**src/common/bsc_pkg.sv**
```systemverilog
// Constants and types for the bus controller register bank and decoder
`default_nettype none
package bsc_pkg;
   // Register bank layout
   localparam int NREG = 10;
   localparam logic [31:0] REG_OFS [NREG] = '{
      32'h0FFFFFC0, // wait_control_two
      32'h0FFFFFC4, // wait_control_three
      32'h0FFFFFE8, // wait_control_one
      32'h0FFFFFF0, // refresh_timer_ctrl_status
      32'h0FFFFFF4, // refresh_timer_count
      32'h0FFFFFF8, // refresh_time_constant
      32'h0FFFFFFC, // bus_control_three
      32'hFFFFFFE0, // bus_control_one
      32'hFFFFFFEC, // memory_interface_control
      32'hFFFFFFF4  // bus_control_two
   };
   localparam logic [15:0] REG_RST [NREG] = '{
      16'h000B, 16'h0000, 16'hAAFF, 16'h0000, 16'h0000,
      16'h0000, 16'h0F00, 16'h03F0, 16'h0000, 16'h00FC
   };
   localparam logic [3:0] IDX_BUS_CONTROL_ONE = 4'h7;
   localparam logic [31:0] STATUS_OFS = 32'hFFFFFFD0;
   localparam logic [31:0] HALF_OFS = 32'h00000002;
   localparam logic [15:0] WR_KEY = 16'hA55A;
   localparam logic [15:0] UPPER_ZERO = 16'h0000;
   // Fields of bus_control_one
   localparam int BC1_BURST_ROM_BIT = 11;
   localparam int BC1_DRAM_LSB = 0;
   localparam logic [2:0] DRAM_CS3_SDRAM = 3'h1;
   localparam logic [2:0] DRAM_CS3_DRAM = 3'h2;
   localparam logic [2:0] DRAM_CS2_SDRAM = 3'h4;
   localparam logic [2:0] DRAM_BOTH_SDRAM = 3'h5;
   // Address map
   localparam int NUM_AREAS = 5;
   localparam int AREA_LOG2 = 25;
   localparam int ALIAS_BIT = 29;
   localparam logic [31:0] XRAM_BASE = 32'h1000E000;
   localparam logic [31:0] YRAM_BASE = 32'h1001E000;
   localparam int RAM_WIN_LOG2 = 13;
   // Bus masters
   typedef enum logic [1:0] {
      MST_CPU = 2'h0,
      MST_DMA = 2'h1,
      MST_ETH_DMA = 2'h2,
      MST_OTHER = 2'h3
   } bsc_master_e;
   // Memory kind of a decoded access
   typedef enum logic [2:0] {
      KIND_NONE = 3'h0,
      KIND_ORD = 3'h1,
      KIND_BROM = 3'h2,
      KIND_SDRAM = 3'h3,
      KIND_DRAM = 3'h4,
      KIND_ONCHIP = 3'h5
   } bsc_kind_e;
   // One access from an internal master
   typedef struct packed {
      logic [31:0] addr;
      logic wr;
      logic [3:0] be;
      bsc_master_e master;
   } bsc_req_s;
endpackage
`default_nettype wire

```
**src/hw/bsc_regs_decode.sv**
```systemverilog
// Bus controller register bank, address decoder and lane strobes
//
// Overview of operation
// Registers are 16 bits, upper read zero
// 32-bit write needs key in upper half
// 16-bit accesses are read only
// 16-bit address is 32-bit address plus two
// Software uses only area 0 until setup
// Software initialises reserved register bits
// Drive two-bit identifier of current master
// Ordinary writes: one strobe per byte lane
// Synchronous DRAM reuses strobes as lane masks
// DRAM gets four per-lane column strobes
// Refresh request out while bus released
// Float input with wait tristates, cycle kept
// Areas 0-4 are consecutive 32 MB windows
// Each area allows only its memory kinds
// Cache-through alias reaches same location
// Only 160 MB externally connectable
// Two 8 KB windows go to on-chip RAM
// Area 3 select idle when area is DRAM
// Reserved ranges assert no chip select
`default_nettype none
module bsc_regs_decode
   import bsc_pkg::*;
(
   input wire logic i_core_clk,
   input wire logic i_srst,
   // Register port
   input wire logic [31:0] i_reg_addr,
   input wire logic [31:0] i_reg_wdata,
   input wire logic i_reg_wr,
   input wire logic i_reg_rd,
   input wire logic i_reg_size32,
   output logic [31:0] o_reg_rdata,
   // Access from internal masters
   input wire logic i_req_valid,
   input wire bsc_req_s i_req,
   // Refresh and bus release state
   input wire logic i_refresh_due,
   input wire logic i_bus_released,
   // External pins (asynchronous)
   input wire logic i_bus_float_request,
   input wire logic i_wait_n,
   // Decoded outputs
   output logic o_access_valid,
   output logic [4:0] o_area_select_n,
   output logic o_xram_select,
   output logic o_yram_select,
   output logic [24:0] o_ext_addr,
   output logic [2:0] o_mem_kind,
   output logic [3:0] o_lane_mask_write_strobe_n,
   output logic [3:0] o_lane_column_strobe_n,
   output logic [1:0] o_bus_master_id,
   output logic o_refresh_request_out,
   output logic o_bus_oe
);

   // Register storage
   logic [15:0] regs_r [NREG];
   logic [31:0] rdata_r;
   logic key_fail_r;

   // Decoder state
   logic valid_r;
   logic [4:0] cs_n_r;
   logic xram_r;
   logic yram_r;
   logic [24:0] ext_addr_r;
   bsc_kind_e kind_r;
   logic [3:0] lane_n_r;
   logic [3:0] cas_n_r;
   bsc_master_e master_r;
   logic refresh_request_out_r;
   logic oe_r;

   // Pin synchronisers
   logic float_s1_r;
   logic float_s2_r;
   logic wait_n_s1_r;
   logic wait_n_s2_r;
   logic float_active;

   // Register lookup: bit 4 is hit, bits 3:0 index
   // 16-bit reads sit two bytes up, so the base is rebuilt first
   function automatic logic [4:0] reg_find(
      input logic [31:0] a,
      input logic s32
   );
      logic [4:0] r;
      logic [31:0] eff;
      r = 5'h00;
      eff = s32 ? a : a - HALF_OFS;
      for (int k = 0; k < NREG; k++) begin
         if (eff == REG_OFS[k]) begin
            r = {1'b1, 4'(k)};
         end
      end
      return r;
   endfunction

   // Memory kind of an area under current configuration
   // Reserved DRAM field codes fall back to ordinary space
   function automatic bsc_kind_e area_kind(
      input logic [2:0] area,
      input logic [15:0] bc1
   );
      bsc_kind_e k;
      logic [2:0] dm;
      k = KIND_NONE;
      dm = bc1[BC1_DRAM_LSB +: 3];
      case (area)
         3'h0: begin
            k = bc1[BC1_BURST_ROM_BIT] ? KIND_BROM : KIND_ORD;
         end
         3'h1: begin
            k = KIND_ORD;
         end
         3'h2: begin
            if (dm == DRAM_CS2_SDRAM || dm == DRAM_BOTH_SDRAM) begin
               k = KIND_SDRAM;
            end else begin
               k = KIND_ORD;
            end
         end
         3'h3: begin
            if (dm == DRAM_CS3_SDRAM || dm == DRAM_BOTH_SDRAM) begin
               k = KIND_SDRAM;
            end else if (dm == DRAM_CS3_DRAM) begin
               k = KIND_DRAM;
            end else begin
               k = KIND_ORD;
            end
         end
         3'h4: begin
            k = KIND_ORD;
         end
         default: begin
            k = KIND_NONE;
         end
      endcase
      return k;
   endfunction

   // Register port decode
   // Writes are always looked up at the 32-bit address
   logic [4:0] wr_find;
   logic [4:0] rd_find;
   logic wr_key_ok;
   logic wr_hit;
   logic wr_refused;
   logic status_rd;

   assign wr_find = reg_find(i_reg_addr, 1'b1);
   assign rd_find = reg_find(i_reg_addr, i_reg_size32);
   assign wr_key_ok = (i_reg_wdata[31:16] == WR_KEY);
   assign wr_hit = i_reg_wr & i_reg_size32 & wr_key_ok & wr_find[4];
   assign wr_refused = i_reg_wr & i_reg_size32 & wr_find[4] & ~wr_key_ok;
   assign status_rd = i_reg_rd & i_reg_size32 & (i_reg_addr == STATUS_OFS);

   // Keyed register write; 16-bit writes never land
   // Only the lower half is stored; the key itself is never kept
   always_ff @(posedge i_core_clk) begin
      if (i_srst) begin
         for (int k = 0; k < NREG; k++) begin
            regs_r[k] <= REG_RST[k];
         end
      end else if (wr_hit) begin
         regs_r[wr_find[3:0]] <= i_reg_wdata[15:0];
      end
   end

   // Sticky flag for key-refused writes, cleared by status read
   // A refusal in the same cycle as the clearing read stays visible
   always_ff @(posedge i_core_clk) begin
      if (i_srst) begin
         key_fail_r <= 1'b0;
      end else if (wr_refused) begin
         key_fail_r <= 1'b1; // Set wins over clear
      end else if (status_rd) begin
         key_fail_r <= 1'b0;
      end
   end

   // Status word: only a read tells software a keyed write was refused
   logic [15:0] status_w;
   assign status_w = {
      5'h00,
      key_fail_r, // Refused keyed write seen
      ~oe_r, // Bus and strobes floated
      valid_r,
      master_r,
      kind_r,
      cs_n_r[4:3] == 2'h0,
      1'b0,
      xram_r | yram_r // On-chip RAM window hit
   };

   // Read data, one cycle after the strobe
   always_ff @(posedge i_core_clk) begin
      if (i_srst) begin
         rdata_r <= 32'h00000000;
      end else if (i_reg_rd && rd_find[4]) begin
         rdata_r <= {UPPER_ZERO, regs_r[rd_find[3:0]]};
      end else if (status_rd) begin
         rdata_r <= {UPPER_ZERO, status_w};
      end else begin
         rdata_r <= 32'h00000000;
      end
   end

   // Two-stage synchronisers for the float and wait pins
   // Pins are asynchronous; decode only ever reads the second stage
   always_ff @(posedge i_core_clk) begin
      if (i_srst) begin
         float_s1_r <= 1'b0;
         float_s2_r <= 1'b0;
         wait_n_s1_r <= 1'b1;
         wait_n_s2_r <= 1'b1;
      end else begin
         float_s1_r <= i_bus_float_request;
         float_s2_r <= float_s1_r;
         wait_n_s1_r <= i_wait_n;
         wait_n_s2_r <= wait_n_s1_r;
      end
   end

   assign float_active = float_s2_r & ~wait_n_s2_r;

   // Address decode of the incoming access
   logic [31:0] a;
   logic through;
   logic [3:0] area_f;
   logic ext_hit;
   logic x_hit;
   logic y_hit;
   bsc_kind_e kind_d;
   logic [4:0] cs_n_d;
   logic [3:0] lane_n_d;
   logic [3:0] cas_n_d;

   assign a = i_req.addr;
   assign through = a[ALIAS_BIT];
   assign area_f = a[AREA_LOG2 +: 4];

   // Areas sit in cache and cache-through halves only
   assign ext_hit = (a[31:30] == 2'h0) && (area_f < 4'(NUM_AREAS));

   // On-chip RAM windows in the cache half only
   assign x_hit = (a[31:RAM_WIN_LOG2] == XRAM_BASE[31:RAM_WIN_LOG2]);
   assign y_hit = (a[31:RAM_WIN_LOG2] == YRAM_BASE[31:RAM_WIN_LOG2]);

   // Kind, chip selects and lane strobes
   // On-chip windows win over the external areas
   always_comb begin
      kind_d = KIND_NONE;
      cs_n_d = 5'h1F;
      lane_n_d = 4'hF;
      cas_n_d = 4'hF;
      if (x_hit || y_hit) begin
         kind_d = KIND_ONCHIP;
      end else if (ext_hit) begin
         kind_d = area_kind(area_f[2:0], regs_r[IDX_BUS_CONTROL_ONE]);
         cs_n_d[area_f[2:0]] = 1'b0;
         if (kind_d == KIND_DRAM) begin
            // DRAM in area 3 runs on row and column strobes only
            cs_n_d[3] = 1'b1;
         end
      end
      case (kind_d)
         KIND_SDRAM: begin
            lane_n_d = ~i_req.be;
         end
         KIND_DRAM: begin
            cas_n_d = ~i_req.be;
         end
         KIND_ORD, KIND_BROM: begin
            if (i_req.wr) begin
               lane_n_d = ~i_req.be;
            end
         end
         default: begin
            lane_n_d = 4'hF;
         end
      endcase
   end

   // Registered decode; held while the bus floats
   // A floated cycle is frozen, not ended: it resumes where it stood
   // once the float drops, so nothing here may change meanwhile
   always_ff @(posedge i_core_clk) begin
      if (i_srst) begin
         valid_r <= 1'b0;
         cs_n_r <= 5'h1F;
         xram_r <= 1'b0;
         yram_r <= 1'b0;
         ext_addr_r <= 25'h0000000;
         kind_r <= KIND_NONE;
         lane_n_r <= 4'hF;
         cas_n_r <= 4'hF;
      end else if (float_active) begin
         valid_r <= valid_r;
      end else if (i_req_valid) begin
         valid_r <= 1'b1;
         cs_n_r <= cs_n_d;
         xram_r <= x_hit;
         yram_r <= y_hit;
         // 25 bits leave the chip: five 32 MB areas, 160 MB in all
         ext_addr_r <= a[AREA_LOG2-1:0];
         kind_r <= kind_d;
         lane_n_r <= lane_n_d;
         cas_n_r <= cas_n_d;
      end else begin
         valid_r <= 1'b0;
         cs_n_r <= 5'h1F;
         xram_r <= 1'b0;
         yram_r <= 1'b0;
         kind_r <= KIND_NONE;
         lane_n_r <= 4'hF;
         cas_n_r <= 4'hF;
      end
   end

   // Current bus master identifier
   always_ff @(posedge i_core_clk) begin
      if (i_srst) begin
         master_r <= MST_CPU;
      end else if (i_req_valid && !float_active) begin
         master_r <= i_req.master;
      end
   end

   // Refresh request while another master owns the bus
   // The owning master cannot refresh, so the request goes out
   always_ff @(posedge i_core_clk) begin
      if (i_srst) begin
         refresh_request_out_r <= 1'b0;
      end else begin
         refresh_request_out_r <= i_refresh_due & i_bus_released;
      end
   end

   // Output enable of bus and strobe pins
   // Pins are driven again one cycle after the float ends
   always_ff @(posedge i_core_clk) begin
      if (i_srst) begin
         oe_r <= 1'b1;
      end else begin
         oe_r <= ~float_active;
      end
   end

   // Outputs straight from flip-flops
   assign o_reg_rdata = rdata_r;
   assign o_access_valid = valid_r;
   assign o_area_select_n = cs_n_r;
   assign o_xram_select = xram_r;
   assign o_yram_select = yram_r;
   assign o_ext_addr = ext_addr_r;
   assign o_mem_kind = kind_r;
   assign o_lane_mask_write_strobe_n = lane_n_r;
   assign o_lane_column_strobe_n = cas_n_r;
   assign o_bus_master_id = master_r;
   assign o_refresh_request_out = refresh_request_out_r;
   assign o_bus_oe = oe_r;

   // Cache-through bit is dropped from the external address; only the on-chip window match still compares it
   // Both halves reach the same external word, so bit 29 is ignored
   logic unused_through;
   assign unused_through = through;

endmodule
`default_nettype wire
```
**config.mk**
```make
export PLATFORM = sky130hd
export DESIGN_NAME = bsc_regs_decode
export DESIGN_NICKNAME = d
export VERILOG_FILES = /design/src/common/bsc_pkg.sv /design/src/hw/bsc_regs_decode.sv
export SDC_FILE = /design/constraint.sdc
export NUM_CORES = 1
export LEC_CHECK = 0
export BUFFER_PORTS_ARGS = -buffer_cell sky130_fd_sc_hd__buf_2
export CAP_MARGIN = 20
export CORE_ASPECT_RATIO = 0.9
export CORE_MARGIN = 2
export CORE_UTILIZATION = 42
export CTS_CLUSTER_DIAMETER = 100
export DETAILED_ROUTE_END_ITERATION = 10
export GPL_TIMING_DRIVEN = 0
export PLACE_DENSITY = 0.72
export SLEW_MARGIN = 20
export SYNTH_ARGS = -nofsm -noshare
export SYNTH_HDL_FRONTEND = slang
export SYNTH_SLANG_ARGS = --single-unit
```
**constraint.sdc**
```tcl
create_clock -name i_core_clk -period 7.59 [get_ports i_core_clk]
set_input_delay 0.759 -clock i_core_clk [delete_from_list [all_inputs] [get_ports i_core_clk]]
set_output_delay 0.759 -clock i_core_clk [all_outputs]
set_load 0.02 [all_outputs]
```
==> results by group, run 1 <==
GRT
  • Initial antenna violation count: 1
  • GRT Residual Overflow: 0
  • Vias in the first global route: 8,667
  • First-pass GRT wire length: 48,100 um
  • Largest net degree at the start of global routing: 17
  • GRT Resource Usage Total: 22.5%

Power and ir drop
  • Leakage: 5.52 nW
  • P per Cell Area: approximately 210 mW/mm2
  • Tot Pwr: 2.77 mW
  • Peak VDD IR: around 150 uV

Worst setup path
  • Crit path max fanout: 16
  • CP Launch Point: i_reg_addr[14]
  • CP startpoint kind: input port
  • CP arrival: around 5.3 ns
  • WS Path Type: in2reg
  • Crit end category: register
  • Reg-to-reg startpoint: wait_n_s2_r$_SDFF_PP1_
  • Worst EP required: 7.62 ns

CTS
  • CTS root buf: clkbuf_16
  • Setup bufs post-CTS: 0
  • Post-CTS Resized: 0
  • Clock Tree Buf Depth: 3
  • H-tree depth: 1
  • Hold buffer count at cts: 0
  • Number of CTS-inserted buffers: 24
  • Worst-Skew Late Latency: 0.52 ns
  • CTS tree: yes
  • Clk slew on worst S/H paths: ~0.06 ns
  • Clock Sinks: 229

Die
  • Die area: 0.0277 mm2
  • Row count: 56
  • Starting Density: between 40% and 50%
  • Core area: approximately 0.026 mm2
  • Die Span X: 175 um
  • Die Height: 158 um
  • Top-Level Pins: 193

Yosys
  • Yosys cell types: 76
  • FF+latch count, synth: 229
  • Async S/R FF share, synth: 0%
  • Number of flops mapped to enable cells by yosys: 160
  • Post-Syn Area: 0.0111 mm2
  • Sequential-to-total area share from yosys stat: between 50 and 60%
  • Synth Warn #: 0
  • Syn avg cell area: 10.3 um2
  • Cells after Synth: 1,071
  • Synth Flop Type: edfxtp_1

Routing
  • Routed len/inst: roughly 20 um
  • Pre-antenna DRT Iters: 5
  • Final ANT Viol Nets: 0
  • DR vias/cell: roughly 5.6
  • Via count: around 9.2k
  • Overall routed net length: 32,100 um
  • DRC Markers: 0
  • DR iter-0 viols: 1,181

STA
  • Slew margin rel.: 21.6%
  • Finish-stage setup viols: 0
  • Final Critical Period: approximately 5.2 ns
  • Slew Viols, Final: 0
  • F_max: around 190 MHz
  • Slew @ Worst Pin: 1.18 ns
  • Layout Skew: 0.0146 ns
  • Fin crit share: between 60 and 70%
  • Final worst setup slack: between 2 and 2.5 ns
  • RSZ-0062 raised after global routing: false
  • Setup TNS: 0 ns
  • Hold WS: just over 0.4 ns
  • Final hold violations: 0

Place
  • Post-DP HPWL: ~23,000 um
  • Port Buffers: 171
  • Placement Setup Slack: 1.99 ns
  • DP Area: approximately 0.012 mm2
  • RD Place Congestion: 0.880
  • Placed cells: 1,605

Hold path
  • HP Class: reg2reg
  • Worst Hold Launch: wait_n_s1_r$_SDFF_PP1_

Final layout
  • Final non-filler cell total: roughly 1.6k
  • Core Util, Final: 50.8%
  • Fillers: between 2k and 2.5k
  • Final instance area: about 0.013 mm2
  • Share of cells above drive strength 1: 21.2%
  • Area Overhead vs Synth: 19.2%
  • Layout Nets: 1,397

Outcome
  • Status: complete, no violations

Run
  • Max capacitance violation total: 0
## cell families (layout without fill, tap and decap cells)
family,after synthesis,after routing,synth area share [%]
compound gates,176,176,10.3
xor+xnor,12,12,0.949
fa+ha+maj,1,1,0.113
buf+inv,105,319,4.70
flops,229,229,55.9
mux,82,82,8.16
other cells,1,17,0.0339
simple gates,465,465,19.9
## layout make-up
class / instances / area (um2) / share of cell area (%)
Timing Repair Buffer: 171 / 856 / 6.49
Clock buffer: 32 / 663 / 5.03
Tap cell: 348 / 435 / 3.30
Inverter: 35 / 131 / 0.996
Clock inverter: 11 / 105 / 0.797
Buffer: 70 / 389 / 2.95
Antenna cell: 1 / 2.50 / 0.0190
Sequential cell: 229 / 6190 / 46.9
Multi-Input combinational cell: 752 / 4430 / 33.5
## cell usage in the layout, fill, tap and decap left out, types with 8 or more instances in the layout
cell type    n
a31oi_1     19
buf_2      179
buf_4       19
nand4_1     15
clkbuf_1    37
a21oi_1     70
conb_1      16
xor2_1       8
dfxtp_1     69
a22oi_1      9
a32oi_1      8
o21ai_1     12
inv_1       35
o21ai_0     12
nand2_1    136
nor2_1     173
and2_1      19
nand2b_1    10
nor3_1      25
nor4_1      17
mux2i_1     61
mux2_4      15
nand3_1     14
clkbuf_16   25
edfxtp_1   160
## power breakdown
part / switching [mW] / internal, mW
logic: 0.120 / 0.0735
registers: 0.0197 / 1.39
clock network: 0.486 / 0.681
## routing by layer
layer / global-route usage (%) / part of all wire, % / vias to the layer above
li1: - / - / 4261
met3: 5.02 / 10 / 58
met2: 36.2 / 45 / 510
met1: 30.8 / 42 / 4418
met4: 6.07 / 2.5 / 0
met5: 0 / 0 / -
## cell usage after synthesis (5+ instances only)
cell type  count  share of area [%]
a22oi_1        9               0.61
inv_1         35                1.2
buf_1          5               0.17
xor2_1         8               0.63
o21ai_0       12               0.54
a31oi_1       19                1.1
nor4_1        17               0.96
or2_2          6               0.34
nand4_1       15               0.85
clkbuf_1      32                1.1
mux2_4        15                2.0
dfxtp_1       69                 12
or3_1          6               0.34
buf_6          6               0.61
a21oi_1       70                3.2
o221a_1        6               0.61
nand3_1       14               0.63
nor2_1       173                5.9
mux2i_1       61                5.5
nand2b_1      10               0.57
and2_1        19                1.1
and3_1         5               0.28
edfxtp_1     160                 43
nor3_1        25                1.1
o21ai_1       12               0.54
buf_4         19                1.3
buf_2          8               0.36
nand2_1      136                4.6
a32oi_1        8               0.63
nand3b_1       5               0.34
## critical path, cell delays in order
cell,delay [ns]
clkbuf_1,0.28
nand4_1,0.14
nor4_1,0.43
nand2_1,0.20
inv_1,0.15
nand3_1,0.14
nor2_1,0.17
nand2_1,0.35
nor4_1,0.71
clkbuf_1,0.42
nor3_1,0.24
o21ai_1,0.51
nand2b_1,0.77
## state kept, by name, summed over array words and instances, names as in the netlist, 2 cells and up
signal,cells
o_bus_master_id,2
o_area_select_n,5
o_mem_kind,3
o_lane_mask_write_strobe_n,4
o_lane_column_strobe_n,4
regs_r,160
o_reg_rdata,16
o_ext_addr,25
## path summary, 6_finish.rpt
path	to	slack (ns)	depth (start not counted)
worst max register to register	o_ext_addr[23]$_SDFFE_PP0P_	5.85	6
worst min-delay path	wait_n_s2_r$_SDFF_PP1_	0.41	1
worst max-delay path	regs_r[8][1]$_SDFFCE_PN0P_	2.34	13
worst min register to register	wait_n_s2_r$_SDFF_PP1_	0.41	1
Note: power is estimated with default switching activity, not from simulation.
==> run 2: changes to the inputs <==
--- a/config.mk
+++ b/config.mk
@@ -5,6 +5,7 @@
 export SDC_FILE = /design/constraint.sdc
 export NUM_CORES = 1
 export LEC_CHECK = 0
+export ABC_AREA = 1
 export BUFFER_PORTS_ARGS = -buffer_cell sky130_fd_sc_hd__buf_2
 export CAP_MARGIN = 20
 export CORE_ASPECT_RATIO = 0.9
@@ -13,7 +14,7 @@
 export CTS_CLUSTER_DIAMETER = 100
 export DETAILED_ROUTE_END_ITERATION = 10
 export GPL_TIMING_DRIVEN = 0
-export PLACE_DENSITY = 0.72
+export PLACE_DENSITY = 0.74
 export SLEW_MARGIN = 20
 export SYNTH_ARGS = -nofsm -noshare
 export SYNTH_HDL_FRONTEND = slang
==> constraint.sdc (replaced) <==
create_clock -name i_core_clk -period 4.35 [get_ports i_core_clk]
set_input_delay 0.435 -clock i_core_clk [delete_from_list [all_inputs] [get_ports i_core_clk]]
set_output_delay 0.435 -clock i_core_clk [all_outputs]
set_load 0.02 [all_outputs]
==> run 2 against run 1 <==
  * Critical path depth increased by 5
  * Critical path type unchanged
  * Largest cell class unchanged
  * Clock power rose by 79%
  * Utilization shrank 0.41 points
  * Sequential power is 74% higher
==> results by group, run 2 <==
Outcome
  • Status: complete, no violations

Worst setup path
  • Crit path max fanout: 16
  • WS Path Type: in2reg
  • CP arrival: between 4 and 5 ns
  • R2R Setup Slk: about 2.3 ns
  • Crit end category: register
  • CP startpoint kind: input port
  • Worst EP required: about 4.5 ns

GRT
  • First-pass GRT wire length: around 60,000 um
  • GRT Resource Usage Total: 25.5%
  • Initial antenna violation count: 1
  • Vias in the first global route: 10.9k
  • Largest net degree at the start of global routing: 17
  • GRT Residual Overflow: 0

STA
  • RSZ-0062 raised after global routing: false
  • Finish-stage setup viols: 0
  • Fin crit share: about nine tenths
  • Slew Viols, Final: 0
  • Final Critical Period: 3.87 ns
  • Layout Skew: 0.0201 ns
  • F_max: 259 MHz
  • Slew margin rel.: ~22%
  • Hold WS: approximately 0.11 ns
  • Final hold violations: 0
  • Slew @ Worst Pin: 1.16 ns

Routing
  • DRC Markers: 0
  • WL met1: about 16,000 um
  • DR iter-0 viols: 1,203
  • Routed len/inst: around 18 um
  • DR vias/cell: 5.48
  • Final ANT Viol Nets: 0
  • Via count: between 10k and 15k
  • Met2 WL: roughly 18,000 um
  • Pre-antenna DRT Iters: 5
  • Overall routed net length: 39,000 um
  • Met3 WL: 3990 um
  • DR top layer: met4

Yosys
  • Post-Syn Area: 0.0121 mm2
  • Commonest cells in the netlist: nand2_1, nor2_1, edfxtp_1
  • Count leader, synth: nand2_1
  • Cells after Synth: 1,526
  • Synth Flop Type: edfxtp_1
  • FF+latch count, synth: 229
  • Sequential-to-total area share from yosys stat: 51.0%
  • Syn avg cell area: 7.95 um2
  • Yosys cell types: 50
  • Async S/R FF share, synth: 0%
  • Top cell type's share of synthesized area: 39.6%
  • Largest cells by area after synthesis: edfxtp_1, dfxtp_1, nand2_1
  • Synth Warn #: 0
  • Synth area leader: edfxtp_1
  • Number of flops mapped to enable cells by yosys: 160

CTS
  • H-tree depth: 1
  • Hold buffer count at cts: 0
  • Number of CTS-inserted buffers: 24
  • Clock Tree Buf Depth: 3
  • Clk slew on worst S/H paths: 0.06 ns
  • CTS tree: yes
  • Clock Sinks: 229
  • CTS root buf: clkbuf_16
  • Post-CTS Resized: 0
  • Setup bufs post-CTS: 0
  • Worst-Skew Late Latency: around 0.52 ns

Die
  • Core area: around 0.029 mm2
  • Starting Density: 42.4%
  • Die area: slightly above 0.03 mm2
  • Top-Level Pins: 193
  • Die Height: 165 um
  • Die Span X: 183 um
  • Row count: 59

Final layout
  • Max reg flops: between 150 and 200
  • Area Overhead vs Synth: 18.9%
  • Final non-filler cell total: 2,131
  • Share of cells above drive strength 1: 17.9%
  • Layout Nets: approximately 1.9k
  • Largest Register: regs_r
  • Core Util, Final: 50.3%
  • Commonest non-fill, non-tap cell in the layout: nand2_1
  • Fillers: 2,720
  • Most frequent cells in the layout: nand2_1, nor2_1, buf_2
  • Final instance area: 0.0144 mm2
  • # diodes: 0

Power and ir drop
  • Leakage: 6.02 nW
  • Peak VDD IR: 255 uV
  • P per Cell Area: 342 mW/mm2
  • Tot Pwr: about 4.9 mW

Place
  • RD Place Congestion: between 0.9 and 1
  • Post-DP HPWL: 29,600 um
  • DP Area: 0.0136 mm2
  • Port Buffers: 175
  • Placed cells: 2,087

Hold path
  • HP Class: in2reg

Run
  • Max capacitance violation total: 0
## run 2: final timing paths
path	end	startpoint	cells past startpoint
min	wait_n_s1_r$_SDFF_PP1_	i_wait_n	2
max reg2reg	o_lane_mask_write_strobe_n[3]$_SDFFE_PP1N_	regs_r[7][1]$_SDFFCE_PN0P_	8
min reg2reg	float_s2_r$_SDFF_PP0_	float_s1_r$_SDFF_PP0_	2
max	regs_r[0][5]$_SDFFCE_PN0P_	i_reg_addr[30]	18
## run 2: per-layer routing
metal  vias to the layer above  GRT usage [%]
met4                         0           6.84
li1                       5548              -
met2                       646           43.4
met5                         -              0
met1                      5410           33.4
met3                        83           5.11
## run 2: area by class of cell
type / count / area [um2] / share of cell area, %
well taps: 366 / 458 / 3.18
clock buffers: 35 / 716 / 4.96
clock inverters: 9 / 93.8 / 0.651
plain buffers: 86 / 438 / 3.04
repair buffers: 180 / 940 / 6.52
multi-input cells: 1089 / 5070 / 35.2
flip-flops and latches: 229 / 6190 / 42.9
inverters: 137 / 517 / 3.58
## run 2: metrics by stage
step,TNS (ns),setup WS [ns]
2_1_floorplan,0,0.434
3_5_place_dp,0,0.0757
3_3_place_gp,-69.89,-1.03
6_report,0,0.482
4_1_cts,0,0.605
5_1_grt,0,0.193
## run 2: critical path, stage by stage
cell     delay [ns]
buf_2          0.13
inv_1          0.07
nor4_1         0.31
nand2_1        0.21
nor2_1         0.26
nand2_1        0.13
nor3_1         0.14
inv_1          0.07
nand2_1        0.08
nor2_1         0.11
nand2_1        0.17
nand4_4        0.20
nor2_8         0.24
nand2_2        0.08
nor2_1         0.14
nand4_1        0.28
buf_2          0.32
nand2_1        0.61
## run 2: kinds of logic (layout without fill, tap and decap cells)
group | Yosys count | after routing | synth area share (%)
other cells | 1 | 16 | 0.0309
fa+ha+maj | 1 | 1 | 0.103
xor+xnor | 1 | 1 | 0.0722
simple gates | 949 | 949 | 35.5
compound gates | 122 | 122 | 5.48
buf+inv | 223 | 447 | 7.87
flops | 229 | 229 | 51.0
## run 2: power by group
part           total [mW]  switching [mW]  internal [mW]  leakage (nW)
combinational       0.380           0.254          0.125          3.52
clock                2.10           0.841           1.26         0.403
sequential           2.46          0.0339           2.42          2.10
total                4.93            1.13           3.80          6.02
==> run 3: changes to the inputs <==
--- a/config.mk
+++ b/config.mk
@@ -5,7 +5,6 @@
 export SDC_FILE = /design/constraint.sdc
 export NUM_CORES = 1
 export LEC_CHECK = 0
-export ABC_AREA = 1
 export BUFFER_PORTS_ARGS = -buffer_cell sky130_fd_sc_hd__buf_2
 export CAP_MARGIN = 20
 export CORE_ASPECT_RATIO = 0.9
@@ -15,6 +14,7 @@
 export DETAILED_ROUTE_END_ITERATION = 10
 export GPL_TIMING_DRIVEN = 0
 export PLACE_DENSITY = 0.74
+export RECOVER_POWER = 25
 export SLEW_MARGIN = 20
 export SYNTH_ARGS = -nofsm -noshare
 export SYNTH_HDL_FRONTEND = slang
==> run 3 against run 2 <==
  * Sequential power is essentially flat
  * Critical endpoint is now regs_r[2][7]$_SDFFCE_PN1P_
  * Critical path type unchanged
  * Flip-flop and latch count did not move
  * Count of clock-buffer cells in the layout is 1 higher
  * Maximum frequency decreased by 6.9%
  * Largest cell class unchanged
  * First-iteration DRC count decreased by 8.8%
  * Die area shrank 8.5%
  * Non-clock buffer count is 23 lower
  * Setup slack got worse by 0.29 ns
  * Wire length is 18% lower
==> results by group, run 3 (synthesis gave the netlist of run 1 again) <==
GRT
  • Largest net degree at the start of global routing: 17
  • GRT Residual Overflow: 0
  • GRT Resource Usage Total: 22.0%
  • Initial antenna violation count: 0
  • Vias in the first global route: 8,399
  • First-pass GRT wire length: 46,900 um

STA
  • Final worst setup slack: 0.194 ns
  • Slew Viols, Final: 0
  • Fin crit share: 95.5%
  • RSZ-0062 raised after global routing: true
  • Hold WS: 0.103 ns
  • Finish-stage setup viols: 0
  • Slew @ Worst Pin: 1.07 ns
  • Final hold violations: 0
  • F_max: 241 MHz
  • Slew margin rel.: around 29%
  • Final Critical Period: 4.16 ns
  • Layout Skew: between 0.01 and 0.015 ns

CTS
  • Clk slew on worst S/H paths: roughly 0.06 ns
  • Clock Tree Buf Depth: 3
  • CTS tree: yes
  • Number of CTS-inserted buffers: 24
  • Clock Sinks: roughly 230
  • H-tree depth: 1
  • Worst-Skew Late Latency: 0.52 ns
  • CTS root buf: clkbuf_16

Final layout
  • Layout Nets: 1,399
  • Commonest non-fill, non-tap cell in the layout: nor2_1
  • Largest Register: regs_r
  • Area Overhead vs Synth: 19.0%
  • # diodes: 0
  • Share of cells above drive strength 1: 17.5%
  • Fillers: 2,404
  • Most frequent cells in the layout: nor2_1, edfxtp_1, nand2_1
  • Max reg flops: 160

Power and ir drop
  • Sw Pwr: 1.08 mW
  • Pint: 3.66 mW
  • Leakage: ~5.3 nW
  • Sw Share: 22.8%
  • Peak VDD IR: 259 uV
  • Seq pwr share: 51.8%
  • P per Cell Area: 359 mW/mm2
  • Comb power frac: 7.1%
  • Clk network pwr share: 41.1%

Routing
  • Via count: 9,133
  • Overall routed net length: 31,900 um
  • Final ANT Viol Nets: 0
  • DR iter-0 viols: between 1k and 1.5k
  • Routed len/inst: 19.3 um
  • DRC Markers: 0
  • Pre-antenna DRT Iters: 6
  • DR vias/cell: between 5 and 6

Die
  • Top-Level Pins: 193
  • Core area: 0.0260 mm2
  • Row count: 56
  • Die area: 0.0277 mm2
  • Die Height: 158 um
  • Starting Density: 42.6%
  • Die Span X: 175 um

Worst setup path
  • CP startpoint kind: input port
  • WS Path Type: in2reg
  • CP arrival: 4.39 ns
  • Slowest CP cell: nor4_4
  • Crit path max fanout: 10
  • R2R cell count: 6
  • Worst EP required: 4.59 ns
  • Most used cell along the critical path: nand2_1
  • Crit end category: register
  • CP peak stage delay: 0.48 ns
  • CP Cell Sequence: clkbuf_1 -> nand4_1 -> nor4_1 -> nand2_1 -> inv_1 -> nand3_1 -> nor2_1 -> nand2_1 -> nor4_4 -> buf_1 -> nand2_1 -> nor2_2 -> clkbuf_2 -> nand2_1

Place
  • RD Place Congestion: 0.888
  • Post-DP HPWL: 22,300 um
  • Port Buffers: 171
  • Placement Setup Slack: -0.820 ns

Hold path
  • Hold Path Depth: 2
  • HP Class: in2reg

Run
  • Max capacitance violation total: 0

Outcome
  • Status: complete, no violations
==> run 3: repair_timing <==
| action | in CTS | in global routing |
|---|---|---|
| setup buffers | 0 | 2 |
| gates resized for setup | 4 | 19 |
| pin swaps | 0 | 2 |
| setup endpoints to repair | 45 | 165 |
| hold buffers | 0 | 0 |
==> run 3: final timing paths <==
kind	end	slack [ns]	startpoint
worst max-delay path	regs_r[2][7]$_SDFFCE_PN1P_	0.19	i_reg_addr[14]
worst min-delay path	wait_n_s1_r$_SDFF_PP1_	0.10	i_wait_n
worst max register to register	o_ext_addr[17]$_SDFFE_PP0P_	2.57	wait_n_s2_r$_SDFF_PP1_
worst min register to register	wait_n_s2_r$_SDFF_PP1_	0.41	wait_n_s1_r$_SDFF_PP1_
==> run 3: routing by layer <==
metal  share of wire [%]  routed length [um]  up-vias  track usage (%)
met5                   0                   0        -                0
met4                 2.4                 781        0             5.71
met3                 9.2                2950       60             3.75
met2                  46               14500      456             35.9
met1                  43               13600     4340             30.5
li1                    -                   -     4277                -
==> run 3: power groups by stage <==
stage	Combinational [mW]	Sequential, mW	Clock, mW
after detailed placement	0.335	2.50	0
final	0.338	2.45	1.95
after global routing	0.367	2.46	2.04
after floorplan	0.181	2.50	0
after CTS	0.338	2.45	1.96
after global placement	0.328	2.49	0
==> run 3: stage by stage <==
| step | area, um2 | setup TNS (ns) | util (%) | std cells | power, mW |
|---|---|---|---|---|---|
| finish | 13200 | 0 | 50.7 | 1650 | 4.74 |
| global placement | 12400 | -73.06 | 47.8 | 1605 | 2.82 |
| CTS | 13200 | 0 | 50.7 | 1648 | 4.75 |
| floorplan | 11100 | 0 | - | 1086 | 2.69 |
| global route | 13200 | -1.00 | 50.7 | 1650 | 4.87 |
| detailed placement | 12400 | -83.13 | 47.8 | 1605 | 2.83 |
==> run 3: layout make-up <==
class,instances,area (um2),share of cell area (%)
clock inverters,7,35.0,0.266
clock buffers,36,702,5.33
inverters,35,131,0.997
flip-flops and latches,229,6190,46.9
repair buffers,173,791,6.00
plain buffers,70,393,2.98
multi-input cells,752,4500,34.2
well taps,348,435,3.30
==> run 3: worst max-delay path, delay by kind of cell <==
family                 cells  cell delay (ns)
buffers and inverters      4             1.26
and+or+nand+nor           10             2.67
